<file path="src/verilog/config_load_defines.svh">
// Constants for the serial configuration load port: counts, commands
// and reset values. Assumes inclusion by bare name, definitions only.
`ifndef CONFIG_LOAD_DEFINES_SVH
`define CONFIG_LOAD_DEFINES_SVH

// Configuration image length in bits
`define CFG_IMAGE_BITS 1024
// Width of the bit counter
`define CFG_CNT_W 20
// Generated clock half period, in system clock cycles; long enough for
// returned data to clear the three-stage pin filter before the next rise
`define CFG_AS_HALF_CYC 8
// Read command and start address sent ahead of the image
`define CFG_READ_CMD 8'h03
`define CFG_START_ADDR 24'h000000
// Command plus address length in bits
`define CFG_CMD_BITS 32
// Reset level of the active-low pins while not driven as asserted
`define CFG_INACTIVE_N 1'b1

`endif

</file>
<file path="src/verilog/cfg_load_pkg.sv">
// Types shared by the serial configuration load port.
// Assumes the constants header is included where counts are needed.
package cfg_load_pkg;

    // Load sequence, Gray coded along idle, load, done
    typedef enum logic [1:0] {
        ST_IDLE = 2'b00,
        ST_LOAD = 2'b01,
        ST_DONE = 2'b11
    } load_state_t;

    // Pins sampled from outside the clock domain
    typedef struct packed {
        logic active_serial_mode;
        logic chip_enable_in_n;
        logic config_clock;
        logic config_serial_in;
    } pin_bundle_t;

    // User logic drive for the optional pins once they turn into user I/O
    typedef struct packed {
        logic chain_out;
        logic chain_oe;
        logic cmd_out;
        logic cmd_oe;
        logic select_out;
        logic select_oe;
    } user_io_t;

endpackage

</file>
<file path="src/verilog/pin_sync.sv">
// Three-stage pin synchroniser with agreement filter and rise detect.
// Assumes inputs are asynchronous to clk; clk_en freezes all stages.
`timescale 1ns/1ps
`default_nettype none

module pin_sync #(
    parameter int W = 1,
    parameter logic [W-1:0] RST_VAL = '0
) (
    // Clock and reset
    input wire logic clk,
    input wire logic sys_rst,
    input wire logic clk_en,
    // Raw pins
    input wire logic [W-1:0] pin_in,
    // Filtered level and one-cycle rise pulse
    output logic [W-1:0] level,
    output logic [W-1:0] rise
);
    logic [W-1:0] s1_reg, s2_reg, s3_reg, lvl_reg, rise_reg;
    logic [W-1:0] lvl_next, rise_next;

    // A change counts once stages two and three agree
    always_comb begin
        lvl_next = (s2_reg & s3_reg) | (lvl_reg & (s2_reg | s3_reg));
        rise_next = lvl_next & ~lvl_reg;
    end

    // Stage one feeds only stage two; reset to each pin's idle level
    // so no false start or edge follows reset
    always_ff @(posedge clk or posedge sys_rst) begin
        if (sys_rst) begin
            s1_reg <= RST_VAL;
            s2_reg <= RST_VAL;
            s3_reg <= RST_VAL;
            lvl_reg <= RST_VAL;
            rise_reg <= '0;
        end else if (clk_en) begin
            s1_reg <= pin_in;
            s2_reg <= s1_reg;
            s3_reg <= s2_reg;
            lvl_reg <= lvl_next;
            rise_reg <= rise_next;
        end
    end

    assign level = lvl_reg;
    assign rise = rise_reg;
endmodule

`default_nettype wire

</file>
<file path="src/verilog/serial_config_load_port.sv">
// Serial configuration load port: passive mode with an external clock,
// active mode driving clock, select and command toward a serial memory.
// Assumes pins arrive asynchronously and pad logic resolves the enables.
`timescale 1ns/1ps
`default_nettype none
`include "config_load_defines.svh"

module serial_config_load_port #(
    parameter int IMAGE_BITS = `CFG_IMAGE_BITS,
    parameter int CNT_W = `CFG_CNT_W,
    parameter int AS_HALF_CYC = `CFG_AS_HALF_CYC
) (
    // Clock, reset, enable
    input wire logic clk,
    input wire logic sys_rst,
    input wire logic clk_en,
    // Raw configuration pins
    input wire cfg_load_pkg::pin_bundle_t pins_in,
    // Option: chain done pin keeps its role rather than user I/O
    input wire logic chain_done_enable,
    // User drive for optional pins once free
    input wire cfg_load_pkg::user_io_t user_io,
    // Configuration clock pad
    output logic config_clock_out,
    output logic config_clock_oe,
    // Serial command pad toward memory
    output logic serial_cmd_out,
    output logic serial_cmd_oe,
    // Memory select pad
    output logic memory_select_out_n,
    output logic memory_select_oe,
    // Chain done pad
    output logic chain_done_out_n,
    output logic chain_done_oe,
    // Open-drain load complete status pad
    output logic load_complete_status_out,
    output logic load_complete_status_oe,
    // Received image bit stream
    output logic config_bit,
    output logic config_bit_valid,
    output logic load_done
);
    localparam logic [CNT_W-1:0] LAST_BIT = CNT_W'(IMAGE_BITS - 1);
    localparam logic [CNT_W-1:0] LAST_CMD = CNT_W'(`CFG_CMD_BITS - 1);
    localparam logic [7:0] LAST_HALF = 8'(AS_HALF_CYC - 1);
    localparam logic [`CFG_CMD_BITS-1:0] READ_WORD =
        {`CFG_READ_CMD, `CFG_START_ADDR};

    cfg_load_pkg::pin_bundle_t lvl, rise;
    cfg_load_pkg::load_state_t state_reg, state_next;
    logic as_mode_reg, as_mode_next;
    logic in_cmd_reg, in_cmd_next;
    logic [CNT_W-1:0] bit_cnt_reg, bit_cnt_next;
    logic [7:0] half_reg, half_next;
    logic [`CFG_CMD_BITS-1:0] cmd_sr_reg, cmd_sr_next;
    logic clk_o_reg, clk_o_next, clk_oe_reg, clk_oe_next;
    logic cmd_o_reg, cmd_o_next, cmd_oe_reg, cmd_oe_next;
    logic sel_o_reg, sel_o_next, sel_oe_reg, sel_oe_next;
    logic chain_o_reg, chain_o_next, chain_oe_reg, chain_oe_next;
    logic stat_oe_reg, stat_oe_next;
    logic bit_reg, bit_next, valid_reg, valid_next;
    logic done_reg, done_next;
    logic take_bit;

    // All four pins pass the same three-stage filter; chip enable and
    // data reset high, their idle levels
    pin_sync #(
        .W(4),
        .RST_VAL(4'h5)
    ) u_sync (
        .clk(clk),
        .sys_rst(sys_rst),
        .clk_en(clk_en),
        .pin_in(pins_in),
        .level(lvl),
        .rise(rise)
    );

    // Sequencer, clock generator and pad control
    always_comb begin
        state_next = state_reg;
        as_mode_next = as_mode_reg;
        in_cmd_next = in_cmd_reg;
        bit_cnt_next = bit_cnt_reg;
        half_next = half_reg;
        cmd_sr_next = cmd_sr_reg;
        clk_o_next = clk_o_reg;
        clk_oe_next = clk_oe_reg;
        cmd_o_next = cmd_o_reg;
        cmd_oe_next = cmd_oe_reg;
        sel_o_next = sel_o_reg;
        sel_oe_next = sel_oe_reg;
        chain_o_next = chain_o_reg;
        chain_oe_next = chain_oe_reg;
        stat_oe_next = stat_oe_reg;
        bit_next = bit_reg;
        valid_next = 1'b0;
        done_next = done_reg;
        take_bit = 1'b0;
        case (state_reg)
            cfg_load_pkg::ST_IDLE: begin
                stat_oe_next = 1'b1;
                chain_o_next = `CFG_INACTIVE_N;
                chain_oe_next = chain_done_enable;
                clk_oe_next = 1'b0;
                cmd_oe_next = 1'b0;
                sel_oe_next = 1'b0;
                // Start only while chip enable is low
                if (!lvl.chip_enable_in_n) begin
                    state_next = cfg_load_pkg::ST_LOAD;
                    as_mode_next = lvl.active_serial_mode;
                    bit_cnt_next = '0;
                    half_next = '0;
                    in_cmd_next = lvl.active_serial_mode;
                    cmd_sr_next = READ_WORD << 1;
                    clk_o_next = 1'b0;
                    clk_oe_next = lvl.active_serial_mode;
                    cmd_o_next = READ_WORD[`CFG_CMD_BITS-1];
                    cmd_oe_next = lvl.active_serial_mode;
                    sel_o_next = 1'b0;
                    sel_oe_next = lvl.active_serial_mode;
                end
            end
            cfg_load_pkg::ST_LOAD: begin
                if (lvl.chip_enable_in_n) begin
                    state_next = cfg_load_pkg::ST_IDLE;
                end else if (as_mode_reg) begin
                    // Generated clock, one toggle per half period
                    half_next = half_reg + 8'h01;
                    if (half_reg == LAST_HALF) begin
                        half_next = '0;
                        clk_o_next = ~clk_o_reg;
                        if (!clk_o_reg) begin
                            // Rising edge: command bit taken or data read
                            if (in_cmd_reg) begin
                                bit_cnt_next = bit_cnt_reg + 1'b1;
                                if (bit_cnt_reg == LAST_CMD) begin
                                    in_cmd_next = 1'b0;
                                    bit_cnt_next = '0;
                                end
                            end else begin
                                take_bit = 1'b1;
                            end
                        end else begin
                            // Falling edge: next command bit goes out
                            cmd_o_next = cmd_sr_reg[`CFG_CMD_BITS-1];
                            cmd_sr_next = cmd_sr_reg << 1;
                        end
                    end
                end else if (rise.config_clock) begin
                    take_bit = 1'b1;
                end
                // One image bit per sample on the single data input
                if (take_bit) begin
                    bit_next = lvl.config_serial_in;
                    valid_next = 1'b1;
                    bit_cnt_next = bit_cnt_reg + 1'b1;
                    if (bit_cnt_reg == LAST_BIT) begin
                        state_next = cfg_load_pkg::ST_DONE;
                        done_next = 1'b1;
                        stat_oe_next = 1'b0;
                        clk_oe_next = 1'b0;
                        sel_o_next = `CFG_INACTIVE_N;
                        chain_o_next = 1'b0;
                    end
                end
            end
            cfg_load_pkg::ST_DONE: begin
                // Clock and data pins no longer looked at
                clk_oe_next = 1'b0;
                stat_oe_next = 1'b0;
                if (chain_done_enable) begin
                    chain_o_next = 1'b0;
                    chain_oe_next = 1'b1;
                end else begin
                    chain_o_next = user_io.chain_out;
                    chain_oe_next = user_io.chain_oe;
                end
                // Active mode keeps memory deselected; passive frees pins
                if (!as_mode_reg) begin
                    cmd_o_next = user_io.cmd_out;
                    cmd_oe_next = user_io.cmd_oe;
                    sel_o_next = user_io.select_out;
                    sel_oe_next = user_io.select_oe;
                end
            end
            default: begin
                state_next = cfg_load_pkg::ST_IDLE;
            end
        endcase
    end

    // Register all state and pads; clk_en freezes everything
    always_ff @(posedge clk or posedge sys_rst) begin
        if (sys_rst) begin
            state_reg <= cfg_load_pkg::ST_IDLE;
            as_mode_reg <= 1'b0;
            in_cmd_reg <= 1'b0;
            bit_cnt_reg <= '0;
            half_reg <= '0;
            cmd_sr_reg <= '0;
            clk_o_reg <= 1'b0;
            clk_oe_reg <= 1'b0;
            cmd_o_reg <= 1'b0;
            cmd_oe_reg <= 1'b0;
            sel_o_reg <= `CFG_INACTIVE_N;
            sel_oe_reg <= 1'b0;
            chain_o_reg <= `CFG_INACTIVE_N;
            chain_oe_reg <= 1'b0;
            stat_oe_reg <= 1'b1;
            bit_reg <= 1'b0;
            valid_reg <= 1'b0;
            done_reg <= 1'b0;
        end else if (clk_en) begin
            state_reg <= state_next;
            as_mode_reg <= as_mode_next;
            in_cmd_reg <= in_cmd_next;
            bit_cnt_reg <= bit_cnt_next;
            half_reg <= half_next;
            cmd_sr_reg <= cmd_sr_next;
            clk_o_reg <= clk_o_next;
            clk_oe_reg <= clk_oe_next;
            cmd_o_reg <= cmd_o_next;
            cmd_oe_reg <= cmd_oe_next;
            sel_o_reg <= sel_o_next;
            sel_oe_reg <= sel_oe_next;
            chain_o_reg <= chain_o_next;
            chain_oe_reg <= chain_oe_next;
            stat_oe_reg <= stat_oe_next;
            bit_reg <= bit_next;
            valid_reg <= valid_next;
            done_reg <= done_next;
        end
    end

    // Pads straight from flip-flops; status only ever pulls low
    assign config_clock_out = clk_o_reg;
    assign config_clock_oe = clk_oe_reg;
    assign serial_cmd_out = cmd_o_reg;
    assign serial_cmd_oe = cmd_oe_reg;
    assign memory_select_out_n = sel_o_reg;
    assign memory_select_oe = sel_oe_reg;
    assign chain_done_out_n = chain_o_reg;
    assign chain_done_oe = chain_oe_reg;
    assign load_complete_status_out = 1'b0;
    assign load_complete_status_oe = stat_oe_reg;
    assign config_bit = bit_reg;
    assign config_bit_valid = valid_reg;
    assign load_done = done_reg;
endmodule

`default_nettype wire
</file>
<file path="config.mk">
export PLATFORM = sky130hd
export DESIGN_NAME = serial_config_load_port
export DESIGN_NICKNAME = d
export VERILOG_FILES = /design/src/verilog/cfg_load_pkg.sv /design/src/verilog/pin_sync.sv /design/src/verilog/serial_config_load_port.sv
export VERILOG_INCLUDE_DIRS = /design/src /design/src/verilog
export SDC_FILE = /design/constraint.sdc
export NUM_CORES = 1
export LEC_CHECK = 0
export ABC_AREA = 1
export BUFFER_PORTS_ARGS = -buffer_cell sky130_fd_sc_hd__buf_2
export CAP_MARGIN = 20
export CORE_MARGIN = 3
export CORE_UTILIZATION = 40
export DETAILED_ROUTE_END_ITERATION = 8
export SKIP_LAST_GASP = 1
export SYNTH_ARGS = -nofsm -noshare
export SYNTH_HDL_FRONTEND = slang
export SYNTH_SLANG_ARGS = --single-unit
</file>
<file path="constraint.sdc">
create_clock -name clk -period 2.2 [get_ports clk]
set_input_delay 0.11 -clock clk [delete_from_list [all_inputs] [get_ports clk]]
set_output_delay 0.11 -clock clk [all_outputs]
set_load 0.01 [all_outputs]
</file>
==> results of run 1 <==
-- cell families after synthesis --
family	after synthesis
flops	68
mux	2
fa+ha+maj	6
other cells	1
xor+xnor	10
compound gates	61
buf+inv	61
simple gates	287
-- where the power goes --
group | leakage (uW) | internal (uW) | total, uW | switching [uW]
combinational | 0.00114 | 504 | 1440 | 933
clock | 0.000116 | 669 | 1160 | 491
sequential | 0.000867 | 1530 | 1730 | 202
total | 0.00213 | 2700 | 4330 | 1630
-- path summary, 6_finish.rpt --
check | to | slack [ps] | start | cells after the start
worst max-delay path | half_reg[6] | 260 | state_reg[1] | 11
max in group asynchronous | memory_select_out_n | 1490 | sys_rst | 4
worst min-delay path | chain_done_oe | 40 | chain_done_enable | 3
min in group asynchronous | bit_cnt_reg[15] | 370 | sys_rst | 4
worst max register to register | half_reg[6] | 260 | state_reg[1] | 11
worst min register to register | u_sync.s2_reg[2] | 460 | u_sync.s2_reg[2] | 2
-- cell usage after synthesis (2+ instances only) --
library cell  count  area (sq um)
nand3_4           2         35.03
or2_2             3         18.77
buf_4             3         22.52
nand3_1          30         150.1
nand2_1         149         559.3
dfrtp_1          57          1426
nand2_2          16         100.1
mux2_2            2         22.52
ha_1              6         75.07
inv_1            45         168.9
o211ai_1          2         15.01
nand4_1           8         50.05
nand3b_1          2         15.01
buf_6             3         33.78
nor3_1            4         20.02
nor2_1           58         217.7
nor2_2            3         18.77
a21oi_1          16         80.08
nand3_2           4         40.04
inv_2             3         11.26
o21ai_0          15         75.07
nor2_4            2         22.52
o22ai_1           4         25.02
dfstp_2          11         289.0
o31ai_1           4         30.03
o21ai_2          14         122.6
xor2_1            9         78.83
clkbuf_1          5         18.77
-- what timing repair did --
item	CTS	global route
endpoints found under the hold margin	61	0
buffers inserted	0	0
hold buffers	5	0
-- metal layers --
| metal | global-route usage [%] | wire length [microns] |
|---|---|---|
| met1 | 22.78 | 4178 |
| met2 | 24.77 | 3754 |
| met3 | 2.841 | 234 |
| met4 | 7.217 | 210 |
| met5 | 0 | 0 |
-- per-stage QoR --
step	util (%)	hold slack [ps]	instances	worst slack (ps)	cell area, sq um
global route	47.51	25.12	664	9.240	4432
floorplan	-	206.2	496	396.7	3884
finish	47.51	38.34	664	259.3	4432
global placement	44.56	211.8	643	336.8	4156
CTS	47.51	16.89	664	242.1	4432
detailed placement	44.56	213.2	643	247.3	4156
-- cell type report --
type	count	area, sq um
multi-input combinational	367	1904
inverter	48	180.2
sequential	68	1715
fill	926	4896
clock inverter	6	87.58
tap	129	161.4
clock buffer	10	137.6
timing repair buffer	36	245.2
-- worst register-to-register path, cell delays in order (launching register included) --
cell and delay, ps:
dfrtp_1 430, inv_1 100, ha_1 220, inv_2 120, nand2_2 130, nand2_1 80, nor3_2 210, nand3_1 190
nor2_1 160, nand3_1 80, nand2_1 70, nor2_1 50
==> metrics.csv, run 1 <==
stage,metric,value,unit
critical_path,Worst Path Arrival,2180,ps
global_route,Total GRT Usage,16.30,%
yosys,mux cell area share after synthesis,0.5799,%
floorplanning,I/O pin count,27,
timing,fin crit share,88.22,%
routing,final WL,8378,microns
critical_path,Worst Path Buf+Inv,2,
critical_path,CP Capture Type,register,
place,DP Wirelength,6099,microns
cells_and_area,synthesis-to-layout area growth,14.11,%
yosys,Synth Warn #,0,
clock_tree,CTS Buffer Depth,2,
timing,"Hold Vio Cnt, Final",0,
routing,vias per cell,4.864,
timing,max-slew violation count,0,
yosys,cells after synthesis,496,
place,PortBufs,25,
critical_path,CP max-delay cell,dfrtp_1,
cells_and_area,share of layout cells above drive strength 1,21.31,%
clock_tree,clock-pin slew on the worst setup and hold paths,80,ps
floorplanning,row count,35,
clock_tree,TritonCTS clock tree,yes,
power,Pleak,0.002127,uW
routing,Antenna Violating Nets Remaining,0,
clock_tree,Inserted Clock Buffers,9,
timing,Clock Skews,10.10,ps
yosys,sequential area share after synthesis,44.17,%
cells_and_area,most frequent cells in the layout,"nand2_1, nor2_1, dfrtp_1, inv_1, nand3_1",
yosys,Unique masters post-synth,44,
yosys,#FFs+latches synth,68,
clock_tree,clk sinks,68,
floorplanning,Starting Density,41.64,%
clock_tree,htree depth,3,
yosys,main combinational cell family by area after synthesis,simple AND/OR/NAND/NOR gates,
clock_tree,cts repair resizes,0,
yosys,Most used DFF post-synth,dfrtp_1,
cells_and_area,Nets,550,
yosys,Adder-Cell Fraction of Synth Area,1.933,%
yosys,Post-Syn Nets,516,
yosys,Post-synth EDFFs,0,
critical_path,Crit path max-delay family,simple AND/OR/NAND/NOR gates,
yosys,Post-Synth Simple-Gate Area,33.67,%
timing,RSZ-0062 raised after global routing,no,
timing,final setup fails,0,
timing,Fmax,515.3,MHz
timing,Setup TNS Final,0,ps
power,Final Power,4328,uW
clock_tree,Root Driver,clkbuf_8,
timing,"Min Clock Period, post-route",1941,ps
critical_path,Critical Path Fanout Max,7,
global_route,initial antenna violation count,0,
global_route,largest net degree at the start of global routing,69,
global_route,global-route wire length before repair,14640,microns
power,PD cells,976.6,nW/um^2
floorplanning,Die Width,104.5,microns
yosys,"FFs w/ async S/R, synth",100.0,%
cells_and_area,"commonest non-fill, non-tap cell in the layout",nand2_1,
routing,number of DRC markers in iteration 0,145,
critical_path,WS Path Type,reg2reg,
critical_path,Max stage delay on crit path,430,ps
global_route,number of global-route vias before repair,3094,
global_route,"Remaining Overflow, GRT",0,
cells_and_area,Ant. Diodes,0,
power,maximum vdd ir drop,0.4255,mV
yosys,Synth Area in XOR/XNOR,2.255,%
run,Max Cap Violations,0,
yosys,Synth Cell Area,3884,sq um
yosys,Compound-Gate Fraction of Synth Area,10.50,%
place,routability cong.,0.9277,
floorplanning,Die Span Y,104.5,microns
cells_and_area,max FFs per register,20,
floorplanning,core area,9328,sq um
clock_tree,clock latency on the worst-skew pair,350,ps
critical_path,crit-path cells,"inv_1, ha_1, inv_2, nand2_2, nand2_1, nor3_2, nand3_1, nor2_1, nand3_1, nand2_1, nor2_1",
routing,total number of vias,3230,
critical_path,critical path required time,2440,ps
routing,drt drc,0,
yosys,Syn Area/Cell,7.830,sq um
worst_hold_path,Tightest Hold Check Type,in2reg,
critical_path,CP Launch Type,register,
routing,WL/cell,12.62,microns
routing,DRT Pass-1 Iters,4,
floorplanning,die area,10930,sq um
outcome,outcome,"complete, no violations",
(Power assumes the default switching activity.)
==> run 2: changes to the inputs <==
--- a/config.mk
+++ b/config.mk
@@ -9,9 +9,10 @@
 export ABC_AREA = 1
 export BUFFER_PORTS_ARGS = -buffer_cell sky130_fd_sc_hd__buf_2
 export CAP_MARGIN = 20
-export CORE_MARGIN = 3
-export CORE_UTILIZATION = 40
+export CORE_MARGIN = 1
+export CORE_UTILIZATION = 61
 export DETAILED_ROUTE_END_ITERATION = 8
+export PLACE_DENSITY = 0.8
 export SKIP_LAST_GASP = 1
 export SYNTH_ARGS = -nofsm -noshare
 export SYNTH_HDL_FRONTEND = slang
==> run 2 against run 1 <==
Total power grew 4.2%. Clock-buffer cell count is 1 higher. Critical path depth down 1. First-iteration DRC count up 90%. Sequential power barely moved. Non-clock buffer count stayed put. Critical endpoint is now cmd_sr_reg[28]. Worst setup slack got worse by 38 ps. Highest routed layer unchanged. Final cell count is 8.1% lower.
==> metrics.csv, run 2 (synthesized netlist as in run 1, its figures left out) <==
stage,metric,value,unit,change
clock_tree,clk sinks,68,,unchanged
critical_path,depth of the worst register-to-register path,10,,-1
power,Combinational Power Share,32.2,%,-1.0 points
critical_path,CP Capture Type,register,,
critical_path,WS Path Type,reg2reg,,
global_route,largest net degree at the start of global routing,29,,-58%
timing,final setup fails,0,,unchanged
floorplanning,core area,6026,sq um,-35%
critical_path,CP Launch Type,register,,
power,Pleak,0.002137,uW,+0.48%
power,sequential power share,38.4,%,-1.6 points
power,Switching Fraction,36.94,%,-0.62 points
place,DP Area,4089,sq um,-1.6%
critical_path,Crit path max-delay family,simple AND/OR/NAND/NOR gates,,
timing,RSZ-0062 raised after global routing,no,,
routing,WL/cell,13.71,microns,+8.7%
floorplanning,I/O pin count,27,,unchanged
place,DP Wirelength,5881,microns,-3.6%
routing,number of DRC markers in iteration 0,275,,+90%
clock_tree,clock-pin slew on the worst setup and hold paths,70,ps,about the same
global_route,Total GRT Usage,27.97,%,+12 points
cells_and_area,synthesis-to-layout area growth,13.21,%,
timing,"Min Clock Period, post-route",1979,ps,+37.94 ps
critical_path,critical path required time,2430,ps,about the same
floorplanning,Die Span Y,81.79,microns,-22%
critical_path,crit-path cells,"inv_1, ha_1, nand2_1, nand2_1, nor2_2, nand3_4, nor2_8, nand2_2, inv_2, o22ai_1",,
power,PD cells,1026,nW/um^2,+5.0%
clock_tree,cts repair resizes,0,,unchanged
worst_hold_path,hold_sp,chain_done_enable,,
global_route,initial antenna violation count,0,,unchanged
power,net load switching power,1666,uW,+2.5%
routing,Antenna Violating Nets Remaining,0,,unchanged
timing,fin crit share,89.94,%,+1.7 points
critical_path,CP max-delay cell,dfrtp_1,,
clock_tree,CTS Buffer Depth,2,,unchanged
clock_tree,htree depth,3,,unchanged
routing,final WL,8363,microns,-0.18%
cells_and_area,Ant. Diodes,0,,unchanged
routing,drt drc,0,,unchanged
run,Max Cap Violations,0,,unchanged
timing,Clock Skews,6.343,ps,-3.754 ps
critical_path,reg2reg start,state_reg[0],,
place,routability cong.,1.006,,+8.5%
critical_path,critical path's most frequent cell,nand2_1,,
critical_path,Critical Path Fanout Max,9,,+2
power,maximum vdd ir drop,0.9311,mV,+120%
timing,Worst-Margin Slew,551.0,ps,
clock_tree,clock latency on the worst-skew pair,350,ps,about the same
power,clock share of power,29.4,%,+2.6 points
timing,Setup TNS Final,0,ps,unchanged
cells_and_area,Nets,550,,unchanged
timing,relative slew slack,63.21,%,
critical_path,Worst Path Arrival,2210,ps,+30 ps
global_route,"Remaining Overflow, GRT",0,,unchanged
critical_path,Max stage delay on crit path,440,ps,about the same
critical_path,r2r endpoint,cmd_sr_reg[28],,
place,PortBufs,25,,unchanged
worst_hold_path,Hold Path End,chain_done_oe,,
critical_path,Worst Path Buf+Inv,2,,unchanged
timing,Fmax,505.4,MHz,-1.9%
timing,"Hold Vio Cnt, Final",0,,unchanged
cells_and_area,most frequent cells in the layout,"nand2_1, nor2_1, dfrtp_1, inv_1, nand3_1",,
floorplanning,Die Width,81.79,microns,-22%
cells_and_area,Finished Cell Area,4397,sq um,-0.79%
timing,max-slew violation count,0,,unchanged
worst_hold_path,hold path cells,3,,unchanged
floorplanning,row count,28,,-20%
outcome,outcome,"complete, no violations",,
floorplanning,die area,6690,sq um,-39%
global_route,number of global-route vias before repair,3120,,+0.84%
power,Int Pwr,2844,uW,+5.2%
routing,total number of vias,3328,,+3.0%
worst_hold_path,Tightest Hold Check Type,in2reg,,
global_route,global-route wire length before repair,14110,microns,-3.6%
routing,vias per cell,5.456,,+12%
cells_and_area,"commonest non-fill, non-tap cell in the layout",nand2_1,,
clock_tree,Inserted Clock Buffers,9,,unchanged
critical_path,worst reg-to-reg setup slack,220,ps,-40 ps
cells_and_area,share of layout cells above drive strength 1,21.31,%,unchanged
routing,DRT Pass-1 Iters,5,,+1
clock_tree,Root Driver,clkbuf_8,,
cells_and_area,max FFs per register,20,,unchanged
floorplanning,Starting Density,64.45,%,+23 points
clock_tree,TritonCTS clock tree,yes,,
-- run 2: routing by layer --
| layer | share of wire [%] | up-vias | global-route usage, % |
|---|---|---|---|
| met5 | 0 | - | 0 |
| met4 | 2.2 | 0 | 12.28 |
| met3 | 4.7 | 20 | 4.444 |
| met2 | 47 | 96 | 45.12 |
| met1 | 46 | 1554 | 37.08 |
| li1 | - | 1658 | - |
-- run 2: power by group through the flow --
stage	clock, uW	combinational, uW	sequential (uW)
global route	1390	1620	1760
detailed placement	0	1430	1740
CTS	1340	1440	1730
finish	1330	1450	1730
global placement	0	1380	1730
floorplan	0	1060	1750
-- run 2: cell type report --
type                            count  area, sq um
Clock inverter                      5        106.4
Inverter                           48        180.2
Fill cell                         475         1629
Timing Repair Buffer               36        245.2
Multi-Input combinational cell    367         1904
Tap cell                           75        93.84
Clock buffer                       11        151.4
Sequential cell                    68         1715
-- run 2: tightest hold or removal path, delay by kind of cell --
kind            cells  cell delay, ps
compound gates      2             150
buf+inv             1              90
-- run 2: worst max path at each step --
stage,startpoint,to,slack [ps],cells after the start
2_1_floorplan,sys_rst,as_mode_reg,400,1
3_3_place_gp,state_reg[0],cmd_sr_reg[30],350,10
3_5_place_dp,state_reg[1],cmd_sr_reg[28],260,10
4_1_cts,state_reg[0],cmd_sr_reg[28],230,10
5_1_grt,state_reg[0],cmd_sr_reg[28],60,10
6_report,state_reg[0],cmd_sr_reg[28],220,10
-- run 2: stage by stage --
step | total power, uW | util [%] | setup slack, ps | cells | hold WS, ps
4_1_cts | 4514 | 72.97 | 231.3 | 610 | 31.65
3_5_place_dp | 3173 | 67.86 | 260.6 | 589 | 191.5
5_1_grt | 4777 | 72.97 | 57.59 | 610 | 42.98
3_3_place_gp | 3118 | 67.86 | 348.4 | 589 | 170.3
6_report | 4510 | 72.97 | 221.3 | 610 | 36.90
2_1_floorplan | 2807 | - | 396.7 | 496 | 206.2
-- run 2: timing repair --
item | CTS | global route
buffers inserted | 0 | 0
hold buffers | 5 | 0
hold endpoints to repair | 20 | 0
